[src/hdl/clk_ctl_pkg.sv]
// Constants and types for the CPU clock selection and divider block
package clk_ctl_pkg;

   // ==========================================================
   // Register offsets (byte addresses on the bus)
   localparam logic [3:0] OFS_DIVIDE = 4'h0; // CPU clock divide value
   localparam logic [3:0] OFS_PORT2_MODE = 4'h4; // Port 2 mode register one
   localparam logic [3:0] OFS_STATUS = 4'h8; // Read-only state

   // ==========================================================
   // Field positions and reset values
   localparam int BIT_CLOCK_OUT_EN = 6; // Clock output enable bit
   localparam logic [7:0] DIVIDE_RESET = 8'h00; // Undivided after reset
   localparam logic [7:0] PORT2_MODE_RESET = 8'h00; // Clock out off

   // ==========================================================
   // Cycle counts
   localparam logic [2:0] MACHINE_CLOCKS = 3'h6; // CPU clocks per cycle
   localparam logic [1:0] CLKOUT_HALF_CLOCKS = 2'h3; // Half of 1/6 period
   localparam logic [10:0] WARM_XTAL_CLOCKS = 11'h400; // Crystal restart
   localparam logic [10:0] WARM_RC_CLOCKS = 11'h100; // RC or ext restart

   // ==========================================================
   // Oscillator source straps
   typedef enum logic [2:0] {
      SRC_XTAL_LOW = 3'b000,
      SRC_XTAL_MED = 3'b001,
      SRC_XTAL_HIGH = 3'b010,
      SRC_RC = 3'b011,
      SRC_EXT = 3'b100
   } osc_src_t;

   // Power state of the oscillator
   typedef enum logic [1:0] {
      PWR_RUN = 2'b00,
      PWR_DOWN = 2'b01,
      PWR_WARM = 2'b10
   } pwr_state_t;

   // Unknown codes count as crystal, so the pins stay safe
   function automatic logic is_crystal(input logic [2:0] src);
      is_crystal = (src != SRC_RC) && (src != SRC_EXT);
   endfunction

   // Restart count for the strapped source
   function automatic logic [10:0] warm_target(input logic [2:0] src);
      warm_target = is_crystal(src) ? WARM_XTAL_CLOCKS : WARM_RC_CLOCKS;
   endfunction

endpackage

[src/hdl/cpu_clock_select_divide_out.sv]
// CPU clock selection, divider, clock output and oscillator pin sharing
// Notes on behaviour
// Oscillator source fixed by straps, not software
// External clock frees oscillator-output pin as port
// Clock output only with RC or external clock
// Enabled clock output drives pin, also in Idle
// Clock output runs at CPU clock over six
// Six CPU clocks per machine cycle; halving option
// Halving also slows peripheral timing
// Divide value resets zero; zero means undivided
// Value N divides by two times N plus two
// Divide value rewritable anytime without stalling
// Fully static logic, correct down to stopped clock
// Crystal source disables both oscillator pins
// Wakeup waits 1024 or 256 clocks before running
// New divisor taken only at divided boundary
`timescale 1ns/10ps
`default_nettype none

module cpu_clock_select_divide_out (
   input wire logic clk_in, // Oscillator, 20 MHz
   input wire logic srst_in, // Synchronous reset, active high
   // Avalon-MM slave
   input wire logic [3:0] avs_address_in, // Byte address
   input wire logic avs_read_in, // Read request
   input wire logic avs_write_in, // Write request
   input wire logic [31:0] avs_writedata_in, // Write data
   input wire logic [3:0] avs_byteenable_in, // Byte lanes
   output logic [31:0] avs_readdata_out, // Read data
   output logic avs_waitrequest_out, // Stall
   // Nonvolatile configuration straps
   input wire logic [2:0] osc_source_cfg_in, // Oscillator source type
   input wire logic classic_timing_halve_in, // Halve CPU clock
   // Power control from the CPU core
   input wire logic power_down_in, // Oscillator stop request
   // CPU side timing
   output logic cpu_clk_en_out, // CPU clock enable pulse
   output logic machine_cycle_en_out, // Machine cycle pulse
   output logic cpu_run_out, // Execution released
   // Oscillator-output pin, shared with port bit 0
   input wire logic osc_out_pin_in, // Pin level
   output logic osc_out_pin_o_out, // Pin drive value
   output logic osc_out_pin_oe_out, // Pin drive enable
   input wire logic osc_out_port_latch_in, // Port latch bit
   input wire logic osc_out_port_drive_in, // Port wants to drive
   output logic osc_out_port_value_out, // Pin seen by the port
   // Clock-input pin, shared with port bit 1
   input wire logic ext_clock_in_pin_in, // Pin level
   output logic ext_clock_pin_o_out, // Pin drive value
   output logic ext_clock_pin_oe_out, // Pin drive enable
   input wire logic ext_clock_port_latch_in, // Port latch bit
   input wire logic ext_clock_port_drive_in, // Port wants to drive
   output logic ext_clock_port_value_out // Pin seen by the port
);

   // ==========================================================
   // State
   typedef struct packed {
      logic x2_s1; // Pin synchroniser stages
      logic x2_s2;
      logic x1_s1;
      logic x1_s2;
      logic [2:0] osc_src; // Strapped source
      logic halve; // Strapped halving
      logic [7:0] cpu_clock_divide_value; // Divide value as written
      logic [7:0] cpu_clock_divide_value_act; // Divide value in use
      logic [7:0] p2mode; // Port 2 mode register one
      logic half_tog; // Halving phase
      logic [8:0] div_cnt; // Divider count
      logic cpu_en; // CPU clock enable
      logic mc_en; // Machine cycle enable
      logic [2:0] mc_cnt; // Position in machine cycle
      logic [1:0] co_cnt; // Clock out half-period count
      logic co_lvl; // Clock out level
      clk_ctl_pkg::pwr_state_t state; // Oscillator state
      logic [10:0] warm_cnt; // Restart count
      logic ack; // Bus answer cycle
      logic [31:0] rdata; // Read data
      logic x2_o; // Pin outputs, registered
      logic x2_oe;
      logic x2_val;
      logic x1_o;
      logic x1_oe;
      logic x1_val;
   } state_t;

   state_t q; // Registered state
   state_t d; // Next state

   logic req; // Any bus request
   logic osc_on; // Oscillator running
   logic pre_en; // Oscillator or halved enable
   logic cpu_en; // Divided CPU enable
   logic co_act; // Clock output allowed and enabled
   logic xtal; // Crystal source strapped

   assign req = avs_read_in | avs_write_in;
   assign xtal = clk_ctl_pkg::is_crystal(q.osc_src);
   assign osc_on = (q.state != clk_ctl_pkg::PWR_DOWN);
   // Clock output needs a non-crystal source and the enable bit
   assign co_act = q.p2mode[clk_ctl_pkg::BIT_CLOCK_OUT_EN] && !xtal;

   // ==========================================================
   // Next-state logic
   // The whole block advances only on oscillator edges and holds
   // no dynamic nodes, so a stopped input clock loses nothing.
   always_comb begin
      d = q;
      d.ack = 1'b0;
      pre_en = 1'b0;
      cpu_en = 1'b0;

      // Pin synchronisers; second stage is the only reader
      d.x2_s1 = osc_out_pin_in;
      d.x2_s2 = q.x2_s1;
      d.x1_s1 = ext_clock_in_pin_in;
      d.x1_s2 = q.x1_s1;

      // Halving stage, applied ahead of everything timed
      if (osc_on) begin
         d.half_tog = ~q.half_tog;
         pre_en = q.halve ? q.half_tog : 1'b1;
      end

      // Programmable divider: 2N+2 pre pulses, N zero passes through
      if (pre_en) begin
         if (q.cpu_clock_divide_value_act == 8'h00) begin
            cpu_en = 1'b1;
            d.div_cnt = 9'h000;
            d.cpu_clock_divide_value_act = q.cpu_clock_divide_value;
         end else if (q.div_cnt == {q.cpu_clock_divide_value_act, 1'b1}) begin
            cpu_en = 1'b1;
            d.div_cnt = 9'h000;
            d.cpu_clock_divide_value_act = q.cpu_clock_divide_value;
         end else begin
            d.div_cnt = q.div_cnt + 9'h001;
         end
      end
      d.cpu_en = cpu_en;
      d.mc_en = 1'b0;

      // Machine cycle and clock output both count CPU clocks
      if (cpu_en) begin
         if (q.mc_cnt == clk_ctl_pkg::MACHINE_CLOCKS - 3'h1) begin
            d.mc_cnt = 3'h0;
            d.mc_en = 1'b1;
         end else begin
            d.mc_cnt = q.mc_cnt + 3'h1;
         end
         if (q.co_cnt == clk_ctl_pkg::CLKOUT_HALF_CLOCKS - 2'h1) begin
            d.co_cnt = 2'h0;
            d.co_lvl = ~q.co_lvl;
         end else begin
            d.co_cnt = q.co_cnt + 2'h1;
         end
      end

      // Oscillator stop and restart sequencing
      case (q.state)
         clk_ctl_pkg::PWR_RUN: begin
            if (power_down_in) begin
               d.state = clk_ctl_pkg::PWR_DOWN;
            end
         end
         clk_ctl_pkg::PWR_DOWN: begin
            // Oscillator off; no enables are produced here
            if (!power_down_in) begin
               d.state = clk_ctl_pkg::PWR_WARM;
               d.warm_cnt = 11'h000;
            end
         end
         clk_ctl_pkg::PWR_WARM: begin
            // Execution held until the source has settled
            if (cpu_en) begin
               if (q.warm_cnt ==
                   clk_ctl_pkg::warm_target(q.osc_src) - 11'h001) begin
                  d.state = clk_ctl_pkg::PWR_RUN;
               end else begin
                  d.warm_cnt = q.warm_cnt + 11'h001;
               end
            end
         end
         default: begin
            d.state = clk_ctl_pkg::PWR_RUN;
         end
      endcase

      // Oscillator-output pin: crystal, clock out, or port bit
      if (xtal) begin
         d.x2_oe = 1'b0;
         d.x2_o = 1'b0;
         d.x2_val = 1'b0;
      end else if (co_act) begin
         d.x2_oe = 1'b1;
         d.x2_o = q.co_lvl;
         d.x2_val = q.x2_s2;
      end else begin
         d.x2_oe = osc_out_port_drive_in;
         d.x2_o = osc_out_port_latch_in;
         d.x2_val = q.x2_s2;
      end

      // Clock-input pin: only the RC source leaves it to the port
      if (q.osc_src == clk_ctl_pkg::SRC_RC) begin
         d.x1_oe = ext_clock_port_drive_in;
         d.x1_o = ext_clock_port_latch_in;
         d.x1_val = q.x1_s2;
      end else begin
         d.x1_oe = 1'b0;
         d.x1_o = 1'b0;
         d.x1_val = 1'b0;
      end

      // Bus: first edge latches read data, second edge answers.
      // Writes land on the answer edge; the divider keeps running.
      if (req && !q.ack) begin
         d.ack = 1'b1;
         case (avs_address_in)
            clk_ctl_pkg::OFS_DIVIDE: begin
               d.rdata = {24'h000000, q.cpu_clock_divide_value};
            end
            clk_ctl_pkg::OFS_PORT2_MODE: begin
               d.rdata = {24'h000000, q.p2mode};
            end
            clk_ctl_pkg::OFS_STATUS: begin
               d.rdata = {16'h0000, q.cpu_clock_divide_value_act, 2'h0, co_act,
                          (q.state == clk_ctl_pkg::PWR_RUN), q.halve,
                          q.osc_src};
            end
            default: begin
               d.rdata = 32'h00000000; // Unmapped reads zero
            end
         endcase
      end
      if (avs_write_in && q.ack && avs_byteenable_in[0]) begin
         case (avs_address_in)
            clk_ctl_pkg::OFS_DIVIDE: begin
               d.cpu_clock_divide_value = avs_writedata_in[7:0];
            end
            clk_ctl_pkg::OFS_PORT2_MODE: begin
               d.p2mode = avs_writedata_in[7:0];
            end
            default: begin
               // Straps and status are not writable
               d.cpu_clock_divide_value = q.cpu_clock_divide_value;
            end
         endcase
      end
   end

   // ==========================================================
   // Register stage; straps are sampled on every reset edge
   always_ff @(posedge clk_in) begin
      if (srst_in) begin
         q <= '0;
         q.cpu_clock_divide_value <= clk_ctl_pkg::DIVIDE_RESET;
         q.cpu_clock_divide_value_act <= clk_ctl_pkg::DIVIDE_RESET;
         q.p2mode <= clk_ctl_pkg::PORT2_MODE_RESET;
         q.state <= clk_ctl_pkg::PWR_RUN;
         q.osc_src <= osc_source_cfg_in;
         q.halve <= classic_timing_halve_in;
      end else begin
         q <= d;
      end
   end

   // ==========================================================
   // Outputs
   assign avs_waitrequest_out = req && !q.ack;
   assign avs_readdata_out = q.rdata;
   assign cpu_clk_en_out = q.cpu_en;
   assign machine_cycle_en_out = q.mc_en;
   assign cpu_run_out = (q.state == clk_ctl_pkg::PWR_RUN);
   assign osc_out_pin_o_out = q.x2_o;
   assign osc_out_pin_oe_out = q.x2_oe;
   assign osc_out_port_value_out = q.x2_val;
   assign ext_clock_pin_o_out = q.x1_o;
   assign ext_clock_pin_oe_out = q.x1_oe;
   assign ext_clock_port_value_out = q.x1_val;
endmodule

`default_nettype wire

[config.mk]
export PLATFORM = sky130hd
export DESIGN_NAME = cpu_clock_select_divide_out
export DESIGN_NICKNAME = d
export VERILOG_FILES = /design/src/hdl/clk_ctl_pkg.sv /design/src/hdl/cpu_clock_select_divide_out.sv
export SDC_FILE = /design/constraint.sdc
export NUM_CORES = 1
export LEC_CHECK = 0
export ABC_AREA = 1
export BUFFER_PORTS_ARGS = -buffer_cell sky130_fd_sc_hd__buf_4
export CORE_UTILIZATION = 48
export DETAILED_ROUTE_END_ITERATION = 7
export PLACE_DENSITY = 0.75
export RECOVER_POWER = 100
export SLEW_MARGIN = 20
export SYNTH_ARGS = -nofsm -noshare
export SYNTH_HDL_FRONTEND = slang
export SYNTH_SLANG_ARGS = --single-unit
[constraint.sdc]
create_clock -name clk_in -period 1.6 [get_ports clk_in]
set_clock_uncertainty 0.1 [all_clocks]
set_input_delay 0.08 -clock clk_in [delete_from_list [all_inputs] [get_ports clk_in]]
set_output_delay 0.08 -clock clk_in [all_outputs]
set_load 0.01 [all_outputs]
==> flow_metrics.py <==
metrics = {
    "clocking": {
        "clock-sinks": 86,
        "clk_transition_reported_paths_ns": 0.09,
        "cts-root-buf": "clkbuf_8",
        "cts_buffers": 9,
        "cts_max_level": 3,
        "clk_latency_ns": 0.35,
        "clockBufferDepth": 2,
        "cts_tree": "done",
    },
    "worst_setup_path": {
        "cp.required_ns": 1.79,
        "crit_family": "simple AND/OR/NAND/NOR gates",
        "crit_type": "reg2reg",
        "cp_cell_sequence": "inv_1 > nand2_1 > a21oi_1 > nand3_1 > nand2_2 > nand2_4 > nand2_8 > buf_6 > nand4_1 > a21oi_2",
        "crit_slowest_cell": "dfxtp_1",
        "cp_max_fo": 6,
        "cpPeakStageDelay_ns": 0.36,
        "cp_data_arrival_time_ns": 1.88,
        "cp_num_buf_inv": 2,
        "end_kind": "flip-flop",
        "crit_path_start_kind": "flip-flop",
    },
    "timing": {
        "fin_setup_tns_ns": -0.573,
        "setup_slack_ns": -0.0827,
        "setup_viol": 12,
        "whs_ns": 0.0739,
        "period_share_pct": 105,
        "period_minus_slack_ns": 1.68,
        "rsz0062_at_grt": "true",
        "final-hold-violation-count": 0,
        "fmax_ghz": 0.594,
        "maxSlewViolCount": 0,
    },
    "global_route": {
        "grt_overflow_total": 0,
        "grt_pass1_vias": 3682,
        "track_usage_pct": 25.0,
        "grt_max_degree": 20,
        "top_usage_layer": "met2",
        "met1_usage_pct": 29.9,
        "antenna_found_initial": 0,
        "use_met2_pct": 45.5,
        "met3_usage_pct": 4.31,
        "grt_pass1_wl_um": 16800,
    },
    "placed_design": {
        "postPlaceCellArea_mm2": 0.00459,
        "io_buffer_count": 53,
        "place.gp.congestion": 0.893,
        "dp_hpwl_um": 6480,
    },
    "final_layout": {
        "area_growth_pct": 34.9,
        "nNetsFinal": 703,
        "drive_gt1_share_pct": 29.5,
        "seq_area_mm2": 0.00178,
        "nFillCells": 647,
        "multi_input_area_mm2": 0.00189,
        "final_area_mm2": 0.00527,
        "fin_util_pct": 67.5,
    },
    "min_path": {
        "hp-class": "in2reg",
    },
    "logic_synthesis": {
        "avgSynthCellArea_um2": 7.45,
        "syn_inst": 524,
        "synth_warnings": 0,
        "synth_cell_types": 37,
        "ys_seq_elements": 86,
        "yosysSeqAreaShare_pct": 45.1,
        "syn-cell-area_mm2": 0.00391,
    },
    "power": {
        "p_leak_nw": 2.18,
        "seqPwrFrac_pct": 50.0,
        "internal_power_mw": 3.25,
        "clkPwrFrac_pct": 29.1,
        "power.density_mw_per_mm2": 893,
        "swShare_pct": 30.9,
        "switching_power_mw": 1.45,
        "p_comb_share_pct": 20.9,
        "ir_drop_mv": 0.487,
    },
    "outcome": {
        "violations": "negative setup slack",
        "outcome": "finished with violations",
    },
    "floorplan": {
        "core_mm2": 0.00781,
        "dieArea_mm2": 0.00850,
        "core.rowCount": 32,
        "io_pins": 97,
        "die_h_um": 92.2,
        "die_w_um": 92.2,
        "initial_core_util_pct": 50.0,
    },
    "route": {
        "vias": 3855,
        "wire_per_inst_um": 13.9,
        "avgViaCountPerCell": 5.11,
        "drc": 0,
        "drt-total-wl_um": 10500,
        "dr.first_iter.drc_count": 209,
        "firstDrtPassIters": 5,
        "ant_nets": 0,
    },
    "job": {
        "drv_cap": 0,
    },
}
[metrics by stage]
stage          cells  power, mW  setup slack (ns)
2_1_floorplan    539       2.88            0.0117
3_3_place_gp     702       3.12            -0.110
3_5_place_dp     702       3.15            -0.104
4_1_cts          747       4.63           -0.0454
5_1_grt          753       4.94            -0.220
6_report         754       4.71           -0.0827
[final timing paths]
path                            cells after the start                          endpoint                from  slack [ns]
worst max-delay path                               10                q[45]$_SDFFE_PP0P_  q[84]$_SDFFE_PP0P_       -0.08
worst min-delay path                                6  avs_readdata_out[7]$_SDFFE_PP0P_   avs_address_in[3]        0.07
worst max register to register                     10                q[45]$_SDFFE_PP0P_  q[84]$_SDFFE_PP0P_       -0.08
worst min register to register                      2                 q[100]$_SDFF_PP0_   d[100]$_SDFF_PP0_        0.31
[worst min-delay path: stages]
cell,delay [ns]
buf_4,0.09
nor3_2,0.04
inv_1,0.10
o22ai_1,0.08
nand2_1,0.06
a21oi_1,0.05
[routing by layer]
metal  routed length (µm)  part of all wire, %
met5                    0                    0
met4                  232                  2.2
met3                  462                  4.4
met2                 5410                   52
met1                 4350                   42
[placed cells by master (no fill, tap or decap), types with 5 or more instances in the layout]
master,n
buf_6,6
clkbuf_8,9
nand2_1,92
nor2_1,57
inv_1,55
nor3_2,5
nor2_4,5
o22ai_2,5
nand2_2,8
dlygate4sd3_1,20
dfxtp_1,70
a21oi_1,36
nand4_1,8
clkbuf_1,24
inv_2,17
nand3_1,13
buf_4,81
nand3_2,5
a21oi_2,7
conb_1,16
xor2_1,5
o21ai_0,31
nor3_1,6
dfxtp_2,9
[what timing repair did]
action	4_1_cts	5_1_grt
gates resized for setup	35	43
endpoints found under the setup margin	20	43
pin swaps	22	13
cloned	4	0
hold buffers	20	0
endpoints found under the hold margin	34	0
buffers inserted	5	6
[cell families (layout without fill, tap and decap cells)]
kind of cell / count (synthesis) / after routing / synth area share [%]
AND/OR/NAND/NOR: 215 / 218 / 24.6
buffers and inverters: 118 / 227 / 14.7
AO/OA/AOI/OAI: 97 / 97 / 13.8
flip-flops: 86 / 86 / 45.1
XOR/XNOR: 5 / 5 / 1.12
adder cells (fa/ha/maj): 2 / 2 / 0.641
other: 1 / 17 / 0.0960
[synth_stat cells]
cell type / count / area share (%)
o21ai_1: 3 / 0.38
nor3b_1: 1 / 0.19
inv_2: 11 / 1.1
nand2_2: 3 / 0.48
clkbuf_1: 9 / 0.86
a31oi_1: 1 / 0.16
nand3_1: 18 / 2.3
buf_6: 1 / 0.29
xor2_1: 5 / 1.1
nor3_1: 10 / 1.3
conb_1: 1 / 0.096
a211oi_1: 2 / 0.38
nor3_2: 2 / 0.51
nor2_1: 60 / 5.8
nor2_2: 1 / 0.16
o21ai_4: 1 / 0.42
o2bb2ai_1: 1 / 0.22
buf_4: 32 / 6.1
o21ai_0: 32 / 4.1
nor2b_1: 3 / 0.48
and3_1: 1 / 0.16
o311ai_0: 1 / 0.22
o22ai_1: 8 / 1.3
nand2_1: 98 / 9.4
nand2_4: 2 / 0.58
ha_1: 2 / 0.64
nand4_1: 8 / 1.3
a22o_1: 1 / 0.22
inv_1: 63 / 6.1
dfxtp_1: 82 / 42
o221ai_1: 4 / 0.90
buf_2: 2 / 0.26
edfxtp_1: 4 / 3.1
nand3_4: 1 / 0.45
a21oi_1: 43 / 5.5
nor2_4: 3 / 0.86
nor4_1: 4 / 0.64
[state kept, by name, summed over array words and instances, names as in the netlist]
| register | cells |
|---|---|
| osc_out_pin_o_out | 1 |
| d | 6 |
| ext_clock_pin_o_out | 1 |
| avs_readdata_out | 16 |
| cpu_clk_en_out | 1 |
| ext_clock_port_value_out | 1 |
| machine_cycle_en_out | 1 |
| q | 56 |
| ext_clock_pin_oe_out | 1 |
| osc_out_pin_oe_out | 1 |
| osc_out_port_value_out | 1 |
[layout make-up]
| class | instances | area share [%] |
|---|---|---|
| sequential | 86 | 33.9 |
| multi-input combinational | 338 | 35.9 |
| clock buffer | 9 | 2.35 |
| inverter | 74 | 5.39 |
| tap | 102 | 2.42 |
| timing repair inverter | 1 | 0.142 |
| timing repair buffer | 136 | 19.0 |
| clock inverter | 7 | 0.902 |
| antenna | 1 | 0.0475 |
[power groups by stage]
stage	sequential, mW	combinational [mW]	clock (mW)
after floorplan	2.38	0.501	0
after global placement	2.38	0.734	0
after detailed placement	2.39	0.757	0
after CTS	2.35	0.893	1.39
after global routing	2.36	1.08	1.50
final	2.35	0.984	1.37
Power figures use the tool's default switching activity.
